$ cat config.mk
export PLATFORM = sky130hd
export DESIGN_NAME = input_capture_channel
export DESIGN_NICKNAME = d
export VERILOG_FILES = /design/src/core/capture_pkg.sv /design/src/core/input_capture_channel.sv
export SDC_FILE = /design/constraint.sdc
export NUM_CORES = 1
export LEC_CHECK = 0
export ABC_AREA = 1
export BUFFER_PORTS_ARGS = -buffer_cell sky130_fd_sc_hd__buf_4
export CAP_MARGIN = 20
export CELL_PAD_IN_SITES_DETAIL_PLACEMENT = 1
export CELL_PAD_IN_SITES_GLOBAL_PLACEMENT = 2
export CORE_MARGIN = 1.5
export CORE_UTILIZATION = 35
export CTS_CLUSTER_SIZE = 10
export DETAILED_ROUTE_END_ITERATION = 8
export HOLD_SLACK_MARGIN = 0.1
export MAX_ROUTING_LAYER = met4
export PLACE_DENSITY_LB_ADDON = 0.1
export SYNTH_ARGS = -nofsm -noshare
export SYNTH_HDL_FRONTEND = slang
export SYNTH_SLANG_ARGS = --single-unit
$ cat constraint.sdc
create_clock -name clk -period 4.35 [get_ports clk]
set_clock_uncertainty 0.15 [all_clocks]
set_input_delay 0.87 -clock clk [delete_from_list [all_inputs] [get_ports clk]]
set_output_delay 0.87 -clock clk [all_outputs]
set_load 0.02 [all_outputs]
$ cat src/core/capture_pkg.sv
// constants and carrier types for the input capture channel
// assumes a 16-bit register port with one cycle read latency
package capture_pkg;
    // register offsets (word index on the plain port)
    localparam logic [2:0] ADDR_CONTROL = 3'h0;
    localparam logic [2:0] ADDR_BUFFER  = 3'h1;
    localparam logic [2:0] ADDR_STATUS  = 3'h2;
    localparam logic [2:0] ADDR_MASK    = 3'h3;
    // control field positions
    localparam int IDLE_STOP_BIT  = 13;
    localparam int TIMEBASE_BIT   = 7;
    localparam int CPI_HI         = 6;
    localparam int CPI_LO         = 5;
    localparam int OVERFLOW_BIT   = 4;
    localparam int NONEMPTY_BIT   = 3;
    localparam int MODE_HI        = 2;
    localparam int MODE_LO        = 0;
    // writable control bits; flags are hardware-owned
    localparam logic [15:0] CONTROL_WMASK  = 16'h20e7;
    localparam logic [15:0] CONTROL_RESET  = 16'h0000;
    localparam logic [2:0]  STATUS_RESET   = 3'h0;
    localparam int          BUFFER_DEPTH   = 4;
    // status/mask bit positions
    localparam int EV_CAPTURE  = 0;
    localparam int EV_OVERFLOW = 1;
    localparam int EV_WAKE     = 2;
    // capture modes
    localparam logic [2:0] MODE_OFF     = 3'h0;
    localparam logic [2:0] MODE_EVERY   = 3'h1;
    localparam logic [2:0] MODE_FALL    = 3'h2;
    localparam logic [2:0] MODE_RISE    = 3'h3;
    localparam logic [2:0] MODE_RISE4   = 3'h4;
    localparam logic [2:0] MODE_RISE16  = 3'h5;
    localparam logic [2:0] MODE_UNUSED  = 3'h6;
    localparam logic [2:0] MODE_WAKE    = 3'h7;
    localparam logic [3:0] PRESCALE4    = 4'h3;
    localparam logic [3:0] PRESCALE16   = 4'hf;

    typedef enum logic [1:0] {
        RUN_ACTIVE = 2'b01,
        RUN_HALTED = 2'b10
    } run_e;

    typedef struct packed {
        logic [2:0]  addr;
        logic [15:0] wdata;
        logic        wr;
        logic        rd;
    } bus_req_s;
endpackage

$ cat src/core/input_capture_channel.sv
// one input capture channel with four-deep capture buffer and interrupt
// assumes async pin input, timer counts on clk, cpu idle/sleep levels on clk
// Behaviour
// idle-stop bit halts channel during cpu idle
// timebase set captures timer b count
// two-bit field sets captures per interrupt
// overflow flag read-only, set on overflow
// mode 000 turns channel off
// mode 001 every edge, ignores per-irq field
// mode 010 captures falling edges only
// mode 011 captures rising edges only
// mode 100 captures every fourth rise
// mode 101 captures every sixteenth rise
// mode 110 unused, behaves as disabled
// mode 111 rising edge wake interrupt only
// nonempty flag shows unread buffer data
// timebase clear captures timer c count
// code 10 interrupts every third capture
`timescale 1ns/1ps
`default_nettype none
module input_capture_channel (
    input  wire logic                    clk,
    input  wire logic                    rst,
    input  wire logic                    capture_pin,
    input  wire logic [15:0]             timer_b_count,
    input  wire logic [15:0]             timer_c_count,
    input  wire logic                    cpu_idle,
    input  wire logic                    cpu_sleep,
    input  wire capture_pkg::bus_req_s   bus,
    output logic      [15:0]             rdata,
    output logic                         irq
);
    localparam int DEPTH = capture_pkg::BUFFER_DEPTH;

    typedef struct packed {
        logic [1:0]        pin_sync;
        logic              pin_prev;
        logic [15:0]       control;
        logic [DEPTH-1:0][15:0] buffer;
        logic [2:0]        count;
        logic [3:0]        prescale;
        logic [1:0]        irq_div;
        logic              overflow;
        logic [2:0]        status;
        logic [2:0]        mask;
        capture_pkg::run_e run;
        logic [15:0]       rdata;
        logic              irq;
    } state_s;

    state_s st;
    state_s next_st;

    // captures per interrupt minus one; code 10 taken as three
    function automatic logic [1:0] irq_period(input logic [1:0] code);
        case (code)
            2'h0:    irq_period = 2'h0;
            2'h1:    irq_period = 2'h1;
            2'h2:    irq_period = 2'h2;
            default: irq_period = 2'h3;
        endcase
    endfunction

    logic [2:0]  mode;
    logic [1:0]  cpi;
    logic        rise;
    logic        fall;
    logic        capture;
    logic        capture_irq;
    logic        wake;
    logic        halted;
    logic [15:0] stamp;
    logic        pop;
    logic [2:0]  events;

    // edge detect only on the second sync stage, never the first
    always_comb
    begin
        mode   = st.control[capture_pkg::MODE_HI:capture_pkg::MODE_LO];
        cpi    = st.control[capture_pkg::CPI_HI:capture_pkg::CPI_LO];
        rise   = st.pin_sync[1] & ~st.pin_prev;
        fall   = ~st.pin_sync[1] & st.pin_prev;
        halted = (st.run == capture_pkg::RUN_HALTED);
        stamp  = st.control[capture_pkg::TIMEBASE_BIT] ? timer_b_count
                                                        : timer_c_count;
        pop    = bus.rd && bus.addr == capture_pkg::ADDR_BUFFER && st.count != 3'h0;
    end

    // capture event selection per mode
    always_comb
    begin
        capture = 1'b0;
        wake    = 1'b0;
        if (!halted)
        begin
            case (mode)
                capture_pkg::MODE_EVERY:  capture = rise | fall;
                capture_pkg::MODE_FALL:   capture = fall;
                capture_pkg::MODE_RISE:   capture = rise;
                capture_pkg::MODE_RISE4:  capture = rise && st.prescale[1:0] == 2'h3;
                capture_pkg::MODE_RISE16: capture = rise && st.prescale == capture_pkg::PRESCALE16;
                default:                  capture = 1'b0;
            endcase
        end
        // wake source ignores idle-stop and every control bit except the mode field
        if (mode == capture_pkg::MODE_WAKE)
            wake = rise && (cpu_sleep || cpu_idle);
        // every-edge mode interrupts on each capture
        if (mode == capture_pkg::MODE_EVERY)
            capture_irq = capture;
        else
            capture_irq = capture && st.irq_div == irq_period(cpi);
    end

    always_comb
    begin
        next_st = st;
        next_st.pin_sync = {st.pin_sync[0], capture_pin};
        next_st.pin_prev = st.pin_sync[1];
        events = 3'h0;

        // halt in idle only when idle-stop is set
        if (cpu_idle && st.control[capture_pkg::IDLE_STOP_BIT])
            next_st.run = capture_pkg::RUN_HALTED;
        else
            next_st.run = capture_pkg::RUN_ACTIVE;

        // prescaler counts rises only in the divided modes
        if (mode != capture_pkg::MODE_RISE4 && mode != capture_pkg::MODE_RISE16)
            next_st.prescale = 4'h0;
        else if (rise && !halted)
            next_st.prescale = st.prescale + 4'h1;

        if (capture)
        begin
            if (capture_irq)
                next_st.irq_div = 2'h0;
            else
                next_st.irq_div = st.irq_div + 2'h1;
        end
        // disabled modes restart the interrupt divider
        if (mode == capture_pkg::MODE_OFF || mode == capture_pkg::MODE_UNUSED)
            next_st.irq_div = 2'h0;

        // buffer pop, then push; a full buffer drops the new value
        if (pop)
        begin
            for (int i = 0; i < DEPTH - 1; i++)
                next_st.buffer[i] = st.buffer[i + 1];
            next_st.count = st.count - 3'h1;
        end
        if (capture)
        begin
            if (st.count == 3'(DEPTH) && !pop)
            begin
                next_st.overflow = 1'b1;
                events[capture_pkg::EV_OVERFLOW] = 1'b1;
            end
            else
            begin
                next_st.buffer[next_st.count[1:0]] = stamp;
                next_st.count = next_st.count + 3'h1;
            end
        end
        // overflow clears in hardware once the buffer drains
        if (st.overflow && st.count == 3'h0 && !capture)
            next_st.overflow = 1'b0;

        events[capture_pkg::EV_CAPTURE] = capture_irq;
        events[capture_pkg::EV_WAKE]    = wake;

        // register writes; flags stay hardware-owned
        if (bus.wr)
        begin
            case (bus.addr)
                capture_pkg::ADDR_CONTROL:
                begin
                    // a new setting restarts both counts so a stale count
                    // never shortens the spacing; a capture in this cycle is not counted
                    next_st.control  = bus.wdata & capture_pkg::CONTROL_WMASK;
                    next_st.prescale = 4'h0;
                    next_st.irq_div  = 2'h0;
                end
                capture_pkg::ADDR_STATUS:
                    next_st.status = st.status & ~bus.wdata[2:0];
                capture_pkg::ADDR_MASK:
                    next_st.mask = bus.wdata[2:0];
                default: ;
            endcase
        end
        // set wins over a clear in the same cycle
        next_st.status = next_st.status | events;

        // read data one cycle later
        next_st.rdata = 16'h0000;
        if (bus.rd)
        begin
            case (bus.addr)
                capture_pkg::ADDR_CONTROL:
                begin
                    next_st.rdata = st.control;
                    next_st.rdata[capture_pkg::OVERFLOW_BIT] = st.overflow;
                    next_st.rdata[capture_pkg::NONEMPTY_BIT] = st.count != 3'h0;
                end
                capture_pkg::ADDR_BUFFER:
                    next_st.rdata = (st.count != 3'h0) ? st.buffer[0] : 16'h0000;
                capture_pkg::ADDR_STATUS:
                    next_st.rdata = {13'h0000, st.status};
                capture_pkg::ADDR_MASK:
                    next_st.rdata = {13'h0000, st.mask};
                default:
                    next_st.rdata = 16'h0000;
            endcase
        end
        next_st.irq = |(next_st.status & next_st.mask);
    end

    always_ff @(posedge clk or posedge rst)
    begin
        if (rst)
        begin
            st          <= '0;
            st.control  <= capture_pkg::CONTROL_RESET;
            st.status   <= capture_pkg::STATUS_RESET;
            st.run      <= capture_pkg::RUN_ACTIVE;
        end
        else
            st <= next_st;
    end

    assign rdata = st.rdata;
    assign irq   = st.irq;
endmodule
`default_nettype wire

Word level (Yosys, flattened, before mapping)
Index checks and enable logic that the tools add are counted.
{ "totals": {"regBits": 109, "output_inout_bits": 17, "word_cells": 112} }
{ "classes": {"add_sub_neg": 4, "magnitude_cmp": 2, "eq_ne": 19, "mux": 32, "n_bitwise": 10, "n_reduce_logical": 29} }
{ "ops": {"columns": ["cell", "n"], "rows": [
  ["51-bit 2-to-1 mux", 3],
  ["64-bit bitwise mux", 1],
  ["16-bit 2-to-1 mux", 4],
  ["16-bit case mux with 4 select lines", 1],
  ["16-bit demux with 2-bit select", 1],
  ["6-bit 2-to-1 mux", 3],
  ["3-bit == test (second input constant)", 5],
  ["1-bit logical AND", 13],
  ["3-bit by 2-bit == test with 1-bit output (second input constant)", 4],
  ["2-bit 2-to-1 mux", 5],
  ["3-bit zero test", 3],
  ["1-bit 2-to-1 mux", 8],
  ["4-bit 2-to-1 mux", 2],
  ["3-bit bitwise AND", 2],
  ["2-bit == test (second input constant)", 3],
  ["3-bit by 1-bit == test with 1-bit output (second input constant)", 2],
  ["3-bit 2-to-1 mux", 2],
  ["3-bit inequality test (second input constant)", 2],
  ["2-bit case mux with 3 select lines", 1],
  ["2-bit AND reduction", 3],
  ["1-bit case mux with 5 select lines", 1],
  ["4-bit by 1-bit adder with 4-bit output (second input constant)", 1],
  ["4-bit == test (second input constant)", 1],
  ["2-bit nonzero test", 2],
  ["17 further kinds", 23]
]} }

Logic depth before layout (Yosys ltp)
Gate-level depths: netlist (run 1).
{ "logic_depth": {"depth_word": 12, "ltp_mapped": 15, "depth_no_buf": 13} }

Worst setup path after synthesis (run 1)
Ideal clock, no wire load.
{ "synth_path": {"kind": "in2reg", "startpoint": "input port bus[20] (netlist bit)", "endpoint": "register st[41] (netlist bit)", "setup_ns": 0.065, "t_arrival_ns": 2.592, "slack_ns": 1.543, "path_stages": 12, "path_buffers": 2, "path_cell_list": "nor2_2 -> inv_1 -> nor2_1 -> nand2_2 -> buf_4 -> xor2_2 -> inv_1 -> ha_1 -> inv_1 -> clkbuf_1 -> o21ai_1 -> nand2_1"} }
{ "synth_rtl": {"columns": ["item", "line", "source"], "rows": [
  ["start: declaration", "input_capture_channel.sv:29", "input wire capture_pkg::bus_req_s bus,"],
  ["end signal: assignment", "input_capture_channel.sv:228", "st <= next_st;"],
  ["end: declaration", "input_capture_channel.sv:51", "state_s st;"]
]} }

==> results.toml, run 1 <==
[run_status]
run_status = "complete, no violations"

[floorplanning]
core_region_area_sq_um = 15400
design.portCount = 75
start_util_pct = 36.3
die-area_sq_um = 16700
die_height_um = 129
rows = 45
die_width_um = 129

[timing]
final-setup-viol-count = 0
share_of_the_cycle_needed_by_the_critical_path_after_routing_pct = 69.9
setup_tns_ps = 0
worst_slew_pin_slew_ps = 933
clock.fmax_mhz = 329
holdWs_ps = 203
post-route-min-period_ps = 3040
setup_repair_after_global_routing_missed_its_margin = "no"
hold_violation_total_from_the_final_report = 0
final_max_slew_viol_count = 0
slew_headroom_pct = 37.8

[grt]
antenna_found_initial = 0
maximum_number_of_pins_on_one_net_before_global_route_repair = 75
total_congestion_overflow_after_global_routing = 0
number_of_global_route_vias_before_repair = 4699
grtUsageTotal_pct = 19.6
grt_first_pass_wirelength_um = 24400

[logic_synthesis]
async_flop_share_pct = 100
synth-compound-area-share_pct = 13.2
synthCells = 659
synth_seq_area_share_pct = 48.9
synthTopCellsByCount = "205 x sky130_fd_sc_hd__nand2_1, 108 x sky130_fd_sc_hd__dfrtp_1, 64 x sky130_fd_sc_hd__inv_1, 63 x sky130_fd_sc_hd__o21ai_1, 62 x sky130_fd_sc_hd__o21ai_0"
post_synth_num_cell_types = 35
synth_ff_type = "sky130_fd_sc_hd__dfrtp_1"
post-synth-top-area-fraction_pct = 48.4
yosysMostFrequentCell = "sky130_fd_sc_hd__nand2_1"
syn_avg_cell_area_sq_um = 8.47
synth.mux.area_fraction_pct = 4.03
synth_top_area_cell = "sky130_fd_sc_hd__dfrtp_1"
synth-edff-count = 0
synthTopCellsByArea = "sky130_fd_sc_hd__dfrtp_1 48%, sky130_fd_sc_hd__nand2_1 14%, sky130_fd_sc_hd__o21ai_1 5.6%"
ys_seq_elements = 109
post_synth_fa_ha_maj_area_fraction_pct = 2.02
main_combinational_cell_family_by_area_after_synthesis = "simple AND/OR/NAND/NOR gates"
post_synth_instance_area_sq_um = 5580
post_synth_and_or_nand_nor_area_fraction_pct = 20.0
synthesized_nets = 726
synth-warning-count = 0
synth_xor_xnor_area_share_pct = 1.55

[power_and_ir_drop]
p_int_w = 0.00237
worst_ir_drop_vdd_mv = 0.237
leakage_nw = 3.18
fin_total_pwr_w = 0.00371
power_density_nw_per_um2 = 575
power_switching_share_pct = 36.1
combPwrFrac_pct = 32.1
proportion_of_power_drawn_by_flip_flops_and_latches_pct = 42.0
reported_net_switching_power_w = 0.00134
clock_network_power_share_pct = 25.9

[setup_path]
cp_data_arrival_time_ps = 3130
critical_path_peak_fanout = 74
rr_worst_depth = 11
critical_path.slowest_cell = "sky130_fd_sc_hd__buf_4"
worst-path-buf-inv = 3
critical_path_class = "reg -> reg"
cpLargestDelayFamily = "simple AND/OR/NAND/NOR gates"
setup.worst_path.end_class = "flop"
maximum_cell_stage_delay_along_the_critical_path_ps = 600
levels_on_crit_path = 11
crit_chain = "inv_1 -> ha_1 -> inv_1 -> or2_1 -> nand2_2 -> buf_4 -> nand3_4 -> nand2_8 -> nor2_8 -> nand2_1 -> nand2_1"
kind_of_start_point_of_the_critical_path = "flop"
critical_path_required_ps = 4440

[detailed_routing]
wire_per_inst_um = 16.0
detailed_router_iteration_count_before_antenna_repair = 4
drtIter0Drc = 209
number_of_nets_still_failing_antenna_checks_after_routing = 0
drt-total-wl_um = 14700
vias_per_cell = 4.78
via_count = 4386
drc = 0

[finish]
insertedDiodeCount = 0
area_of_combinational_cells_with_multiple_inputs_sq_um = 2280
utilization_pct = 42.0
finish.instance_area_sq_um = 6450
fillerInstances = 1848
drive_gt1_share_pct = 18.8
final_net_count = 768
seqCellArea_sq_um = 2730
area_delta_synth_final_pct = 15.6

[placed_design]
hpwl_um = 9870
gp_congestion = 0.798
placed_area_sq_um = 6100
io_buffers = 65

[cts]
number_of_hold_buffers_added_after_cts = 0
clk_pin_slew_ps = 70
clk_latency_ps = 360
clock_sinks = 109
ctsLongestPathBuffers = 2
post_cts_resized = 0
cts_root_buffer = "sky130_fd_sc_hd__clkbuf_16"
cts_setup_buffers = 0
cts_buffers = 9
cts_tree = "yes"
cts-htree-levels = 3

[hold_path]
hold_path_class = "reg -> reg"
whs_path_depth = 0

[run]
max_cap_violations = 0
stage by stage:
step | setup slack [ps] | std cells
final | 1310 | 917
after global placement | 1170 | 901
after global routing | 1050 | 917
after detailed placement | 1170 | 901
after CTS | 1260 | 917
after floorplan | 458 | 659
path summary, 6_finish.rpt:
check	start	endpoint	slack, ps
setup / recovery	st[32]	st[79]	1310
hold / removal	next_st[117]	next_st[115]	200
setup reg to reg	st[32]	st[79]	1310
hold reg to reg	next_st[117]	next_st[115]	200
max in group asynchronous	rst	rdata[1]	2770
min in group asynchronous	rst	rdata[11]	500
power by group through the flow:
| stage | combinational, W | sequential, W | clock (W) |
|---|---|---|---|
| finish | 0.00119 | 0.00156 | 0.000961 |
| global route | 0.00138 | 0.00160 | 0.00103 |
| CTS | 0.00121 | 0.00156 | 0.000993 |
| detailed placement | 0.00120 | 0.00158 | 0 |
| global placement | 0.00115 | 0.00156 | 0 |
| floorplan | 0.000910 | 0.00150 | 0 |
cells in the final DEF, fill, tap and decap left out, types with 2 or more instances in the layout:
cell / Yosys / layout
sky130_fd_sc_hd__a21oi_1: 4 / 4
sky130_fd_sc_hd__a22oi_1: 5 / 5
sky130_fd_sc_hd__a41oi_1: 3 / 3
sky130_fd_sc_hd__buf_4: 24 / 75
sky130_fd_sc_hd__bufinv_16: 0 / 3
sky130_fd_sc_hd__clkbuf_16: 0 / 9
sky130_fd_sc_hd__clkinv_1: 2 / 2
sky130_fd_sc_hd__clkinv_4: 0 / 3
sky130_fd_sc_hd__dfrtp_1: 108 / 108
sky130_fd_sc_hd__ha_1: 9 / 9
sky130_fd_sc_hd__inv_1: 64 / 63
sky130_fd_sc_hd__inv_2: 4 / 4
sky130_fd_sc_hd__mux2_2: 20 / 20
sky130_fd_sc_hd__nand2_1: 205 / 205
sky130_fd_sc_hd__nand2_2: 5 / 5
sky130_fd_sc_hd__nand2_8: 2 / 2
sky130_fd_sc_hd__nand3_1: 8 / 8
sky130_fd_sc_hd__nand4_1: 7 / 7
sky130_fd_sc_hd__nor2_1: 21 / 21
sky130_fd_sc_hd__nor2_2: 2 / 2
sky130_fd_sc_hd__nor2_8: 3 / 3
sky130_fd_sc_hd__o21ai_0: 62 / 62
sky130_fd_sc_hd__o21ai_1: 63 / 63
sky130_fd_sc_hd__xnor2_1: 3 / 3
sky130_fd_sc_hd__xor2_1: 5 / 5
layout make-up:
class / count / share of cell area (%)
Multi-Input combinational cell: 436 / 35.4
Sequential cell: 109 / 42.3
Timing Repair Buffer: 75 / 8.73
Clock buffer: 9 / 3.49
Tap cell: 211 / 4.09
Inverter: 70 / 4.11
Clock inverter: 7 / 1.92
per-layer routing:
metal  global-route usage, %  wire, um
met4                    3.97       135
met5                       -         0
met2                    34.4      7590
met3                    4.05       381
met1                    23.2      6540
worst register-to-register path: cells and delay by family (launching register included):
family | cells | cell delay [ps]
buf+inv | 3 | 780
fa+ha+maj | 1 | 230
flops | 1 | 370
simple gates | 7 | 1400
logic make-up (layout without fill, tap and decap cells):
family	after synthesis	count (layout)
flip-flops	109	109
adder cells (fa/ha/maj)	9	9
XOR/XNOR	9	9
AO/OA/AOI/OAI	141	141
AND/OR/NAND/NOR	257	257
buffers and inverters	114	161
multiplexers	20	20
sequential cells by signal (all words and copies together) (netlist names):
| name | cells |
|---|---|
| st | 85 |
| rdata | 16 |
| mode | 3 |
| cpi | 2 |
| next_st | 2 |
| irq | 1 |
No activity file was read; power rests on OpenSTA's default activity.
==> run 2, diff against run 1 <==
--- a/config.mk
+++ b/config.mk
@@ -5,13 +5,13 @@
 export SDC_FILE = /design/constraint.sdc
 export NUM_CORES = 1
 export LEC_CHECK = 0
-export ABC_AREA = 1
+export ABC_AREA = 0
 export BUFFER_PORTS_ARGS = -buffer_cell sky130_fd_sc_hd__buf_4
 export CAP_MARGIN = 20
 export CELL_PAD_IN_SITES_DETAIL_PLACEMENT = 1
 export CELL_PAD_IN_SITES_GLOBAL_PLACEMENT = 2
 export CORE_MARGIN = 1.5
-export CORE_UTILIZATION = 35
+export CORE_UTILIZATION = 39
 export CTS_CLUSTER_SIZE = 10
 export DETAILED_ROUTE_END_ITERATION = 8
 export HOLD_SLACK_MARGIN = 0.1
==> constraint.sdc (replaced) <==
create_clock -name clk -period 2.9 [get_ports clk]
set_clock_uncertainty 0.15 [all_clocks]
set_input_delay 0.58 -clock clk [delete_from_list [all_inputs] [get_ports clk]]
set_output_delay 0.58 -clock clk [all_outputs]
set_load 0.02 [all_outputs]
==> results.toml, run 2 <==
[run_status]
run_status = "complete, no violations"

[finish]
final_common_cell = "sky130_fd_sc_hd__mux2i_1"
fillerInstances = 1414
final_cell_count_no_fill = 668
highest_count_cells_in_the_layout_ignoring_fill_and_taps = "113 x sky130_fd_sc_hd__mux2i_1, 108 x sky130_fd_sc_hd__dfrtp_1, 77 x sky130_fd_sc_hd__buf_4, 33 x sky130_fd_sc_hd__nor2_1, 20 x sky130_fd_sc_hd__a21oi_1"
area_delta_synth_final_pct = 16.4
max_reg_flops = 85
drive_gt1_share_pct = 23.8
seqCellArea_sq_um = 2730
insertedDiodeCount = 0
area_of_combinational_cells_with_multiple_inputs_sq_um = 2240
finish.instance_area_sq_um = 6170
utilization_pct = 46.6
top_register = "st"
final_net_count = 554

[cts]
cts_tree = "yes"
cts_root_buffer = "sky130_fd_sc_hd__clkbuf_16"
ctsLongestPathBuffers = 2
cts-htree-levels = 3
clk_latency_ps = 350
number_of_hold_buffers_added_after_cts = 0
clk_pin_slew_ps = 70
clock_sinks = 109
cts_buffers = 9

[floorplanning]
die_width_um = 120
die_height_um = 120
rows = 42
start_util_pct = 40.0
design.portCount = 75
core_region_area_sq_um = 13200
die-area_sq_um = 14300

[timing]
clock.fmax_mhz = 369
setup_repair_after_global_routing_missed_its_margin = "no"
final_max_slew_viol_count = 0
final-setup-viol-count = 0
slew_headroom_pct = 43.6
share_of_the_cycle_needed_by_the_critical_path_after_routing_pct = 93.3
setup_tns_ps = 0
post-route-min-period_ps = 2710
worst_slew_pin_slew_ps = 846
hold_violation_total_from_the_final_report = 0

[run]
max_cap_violations = 0

[logic_synthesis]
syn_avg_cell_area_sq_um = 12.1
yosysMostFrequentCell = "sky130_fd_sc_hd__mux2i_1"
post_synth_num_cell_types = 53
synthTopCellsByCount = "113 x sky130_fd_sc_hd__mux2i_1, 108 x sky130_fd_sc_hd__dfrtp_1, 33 x sky130_fd_sc_hd__nor2_1, 20 x sky130_fd_sc_hd__a21oi_1, 18 x sky130_fd_sc_hd__buf_4"
synth_seq_area_share_pct = 51.5
synth-warning-count = 0
synthesized_nets = 503
synth-edff-count = 0
ys_seq_elements = 109
synth_ff_type = "sky130_fd_sc_hd__dfrtp_1"
synthCells = 436
post_synth_instance_area_sq_um = 5300
synth_top_area_cell = "sky130_fd_sc_hd__dfrtp_1"
post-synth-top-area-fraction_pct = 51.0
async_flop_share_pct = 100
synthTopCellsByArea = "sky130_fd_sc_hd__dfrtp_1 51%, sky130_fd_sc_hd__mux2i_1 21%, sky130_fd_sc_hd__buf_4 2.6%"

[setup_path]
setup.worst_path.end_class = "flop"
timing.critical_path.to = "st[84]"
critical_path_peak_fanout = 16
cp_data_arrival_time_ps = 2770
rr_worst_depth = 11
startpoint = "st[32]"
critical_path_required_ps = 2960
r2r-end = "st[84]"
ff2ff_setup_slack_ps = 190
kind_of_start_point_of_the_critical_path = "flop"
critical_path_class = "reg -> reg"
worst_r2r_startpoint = "st[32]"

[detailed_routing]
detailed_router_iteration_count_before_antenna_repair = 4
via_count = 3450
wire_per_inst_um = 18.3
drt-total-wl_um = 12200
vias_per_cell = 5.16
number_of_nets_still_failing_antenna_checks_after_routing = 0
drc = 0
drtIter0Drc = 170

[grt]
total_congestion_overflow_after_global_routing = 0
maximum_number_of_pins_on_one_net_before_global_route_repair = 50
grtUsageTotal_pct = 18.5
number_of_global_route_vias_before_repair = 3633
antenna_found_initial = 0
grt_first_pass_wirelength_um = 19600

[power_and_ir_drop]
leakage_nw = 3.04
power_density_nw_per_um2 = 801
worst_ir_drop_vdd_mv = 0.407
fin_total_pwr_w = 0.00494

[hold_path]
hold_path_class = "in -> reg"

[placed_design]
io_buffers = 65
hpwl_um = 8190
gp_congestion = 0.795
placed_area_sq_um = 5870
placed_cells = 651
==> run 2: metal layers <==
metal	share of wire, %	wire length (um)	GRT usage, %	up-vias
li1	-	-	-	1626
met1	47	5770	24.7	1765
met2	49	5940	28.7	51
met3	3.5	425	4.61	8
met4	0.89	109	4.02	0
met5	0	0	-	-
==> run 2: worst min path at each step <==
stage / slack (ps) / start / end / cells after the start
finish: 190 / capture_pin / next_st[117] / 1
global route: 170 / capture_pin / next_st[117] / 1
CTS: 170 / capture_pin / next_st[117] / 1
detailed placement: 190 / next_st[117] / next_st[115] / 0
global placement: 180 / next_st[117] / next_st[115] / 0
floorplan: 180 / next_st[117] / next_st[115] / 0
==> run 2: final cells by class <==
type / count / area share (%)
Multi-Input combinational cell: 275 / 36.4
Timing Repair Buffer: 81 / 10.8
Sequential cell: 109 / 44.3
Inverter: 11 / 0.731
Clock buffer: 14 / 4.12
Clock inverter: 2 / 0.162
Tap cell: 176 / 3.57
==> run 2: critical path, cell delays in order, from the launching register on <==
cell and delay, ps:
sky130_fd_sc_hd__dfrtp_1 320, sky130_fd_sc_hd__inv_1 70, sky130_fd_sc_hd__ha_1 270, sky130_fd_sc_hd__nand2b_1 160, sky130_fd_sc_hd__nand4_1 210, sky130_fd_sc_hd__xnor2_1 200, sky130_fd_sc_hd__inv_1 130, sky130_fd_sc_hd__ha_2 220
sky130_fd_sc_hd__o21ai_1 140, sky130_fd_sc_hd__a211oi_4 350, sky130_fd_sc_hd__clkbuf_16 270, sky130_fd_sc_hd__a21oi_1 90
==> run 2: timing repair <==
| item | 4_1_cts | 5_1_grt |
|---|---|---|
| buffers inserted | 0 | 0 |
| gates resized for setup | 0 | 1 |
| hold endpoints to repair | 0 | 0 |
| endpoints found under the setup margin | 0 | 7 |
==> run 2: cell families after synthesis <==
family	synth area share [%]
muxes	24.1
adders and majority gates	2.13
AOI/OAI and AO/OA	6.71
buffers and inverters	6.28
xor gates and xnor gates	1.32
DFF	51.5
and+or+nand+nor	7.91
==> run 2: through the flow <==
stage	hold slack, ps	setup WS (ps)
after global routing	172	6.38
after global placement	182	184
after floorplan	181	275
after CTS	172	154
final	188	193
after detailed placement	186	90.6
==> run 2: report_power, final <==
part	leakage (nW)	total, W	switching, W	internal (W)
clock	0.131	0.00114	0.000532	0.000606
combinational	1.55	0.00140	0.000702	0.000697
sequential	1.36	0.00240	0.000339	0.00206
==> run 3, diff against run 2 <==
--- a/config.mk
+++ b/config.mk
@@ -17,6 +17,7 @@
 export HOLD_SLACK_MARGIN = 0.1
 export MAX_ROUTING_LAYER = met4
 export PLACE_DENSITY_LB_ADDON = 0.1
+export REMOVE_ABC_BUFFERS = 1
 export SYNTH_ARGS = -nofsm -noshare
 export SYNTH_HDL_FRONTEND = slang
 export SYNTH_SLANG_ARGS = --single-unit
==> results.toml, run 3 (same netlist as run 2, synthesis figures left out) <==
[run_status]
run_status = "complete, no violations"

[detailed_routing]
wire_per_inst_um = 18.0
drc = 0
number_of_nets_still_failing_antenna_checks_after_routing = 0
detailed_router_iteration_count_before_antenna_repair = 4
drtIter0Drc = 172
via_count = 3431
drt-total-wl_um = 12100
vias_per_cell = 5.11

[timing]
share_of_the_cycle_needed_by_the_critical_path_after_routing_pct = 90.4
final-setup-viol-count = 0
worst_slew_pin_slew_ps = 715
slew_headroom_pct = 51.7
clock.fmax_mhz = 382
setup_tns_ps = 0
setup_repair_after_global_routing_missed_its_margin = "no"
post-route-min-period_ps = 2620
final_max_slew_viol_count = 0
hold_violation_total_from_the_final_report = 0

[setup_path]
worst-path-buf-inv = 2
crit_chain = "inv_1 -> ha_1 -> nand2b_1 -> nand4_1 -> nor2_1 -> a21o_1 -> ha_1 -> o21ai_1 -> a211oi_4 -> buf_4 -> nor2_1 -> a21oi_1"
setup.worst_path.end_class = "flop"
critical_path_required_ps = 3030
kind_of_start_point_of_the_critical_path = "flop"
levels_on_crit_path = 12
cp_data_arrival_time_ps = 2750
critical_path_class = "reg -> reg"
rr_worst_depth = 12
maximum_cell_stage_delay_along_the_critical_path_ps = 320
critical_path_peak_fanout = 8
critical_path.slowest_cell = "sky130_fd_sc_hd__dfrtp_1"
cpLargestDelayFamily = "compound AO/OA/AOI/OAI gates"

[floorplanning]
rows = 42
start_util_pct = 40.0
die_width_um = 120
die_height_um = 120
core_region_area_sq_um = 13200
design.portCount = 75
die-area_sq_um = 14300

[finish]
insertedDiodeCount = 0
fillerInstances = 1438
max_reg_flops = 85
area_of_combinational_cells_with_multiple_inputs_sq_um = 2240
final_net_count = 557
seqCellArea_sq_um = 2730
final_common_cell = "sky130_fd_sc_hd__mux2i_1"
area_delta_synth_final_pct = 17.3
drive_gt1_share_pct = 24.6
highest_count_cells_in_the_layout_ignoring_fill_and_taps = "113 x sky130_fd_sc_hd__mux2i_1, 108 x sky130_fd_sc_hd__dfrtp_1, 81 x sky130_fd_sc_hd__buf_4, 33 x sky130_fd_sc_hd__nor2_1, 20 x sky130_fd_sc_hd__a21oi_1"
top_register = "st"

[hold_path]
hold_path_class = "in -> async"

[power_and_ir_drop]
power_density_nw_per_um2 = 818
worst_ir_drop_vdd_mv = 0.358
leakage_nw = 3.07
fin_total_pwr_w = 0.00508

[placed_design]
hpwl_um = 8320
io_buffers = 65
gp_congestion = 0.755

[cts]
cts-htree-levels = 3
ctsLongestPathBuffers = 2
cts_tree = "yes"
cts_root_buffer = "sky130_fd_sc_hd__clkbuf_16"
cts_setup_buffers = 0
clock_sinks = 109
clk_pin_slew_ps = 70
clk_latency_ps = 360
post_cts_resized = 0
number_of_hold_buffers_added_after_cts = 0
cts_buffers = 9

[run]
max_cap_violations = 0

[grt]
total_congestion_overflow_after_global_routing = 0
antenna_found_initial = 0
maximum_number_of_pins_on_one_net_before_global_route_repair = 41
grt_first_pass_wirelength_um = 20200
grtUsageTotal_pct = 18.9
number_of_global_route_vias_before_repair = 3724
## run 3: cell types whose count changed in the layout (fill, tap and decap cells not counted)
cell,before,now
sky130_fd_sc_hd__inv_6,0,1
sky130_fd_sc_hd__clkinv_2,2,0
sky130_fd_sc_hd__buf_4,77,81
sky130_fd_sc_hd__ha_2,1,0
sky130_fd_sc_hd__clkbuf_8,1,2
sky130_fd_sc_hd__ha_1,8,9
sky130_fd_sc_hd__clkinvlp_4,1,2
sky130_fd_sc_hd__clkbuf_1,4,1
sky130_fd_sc_hd__bufinv_16,0,1
sky130_fd_sc_hd__clkbuf_16,10,9
sky130_fd_sc_hd__inv_4,0,1
## run 3: power breakdown
group	internal (W)	switching (W)	leakage [nW]
Combinational	0.000705	0.000706	1.57
Clock	0.000721	0.000573	0.145
Sequential	0.00206	0.000319	1.36
## run 3: cell type report
class / count / share of cell area, %
Tap cell: 176 / 3.54
Timing Repair Buffer: 84 / 10.8
Clock buffer: 12 / 4.13
Multi-Input combinational cell: 275 / 36.1
Inverter: 11 / 0.705
Clock inverter: 4 / 0.866
Sequential cell: 109 / 43.9
## run 3: stage by stage
stage                     area [sq um]  instances  hold slack [ps]  worst slack [ps]  utilization (%)
final                             6210        671              134               279             46.9
after global routing              6210        671              162              3.09             46.9
after CTS                         6210        671              141               264             46.9
after detailed placement          5900        655              187               154             44.6
after global placement            5900        655              188               196             44.6
after floorplan                   5000        395              181             -2550                -
## run 3: path summary, 6_finish.rpt
check                                     to          from  slack (ps)
min in group clk                next_st[117]   capture_pin         180
worst min-delay path                  st[52]           rst         130
worst max register to register        st[86]        st[32]         280
worst max-delay path                  st[86]        st[32]         280
max in group asynchronous             st[17]           rst        1820
worst min register to register  next_st[115]  next_st[117]         200
## run 3: layer usage
layer  track usage (%)  wire (um)  vias to the layer above
met5                 -          0                        -
met4              4.46        127                        0
met3              4.52        350                       11
met2              29.3       5840                       43
met1              25.3       5770                     1756
li1                  -          -                     1621
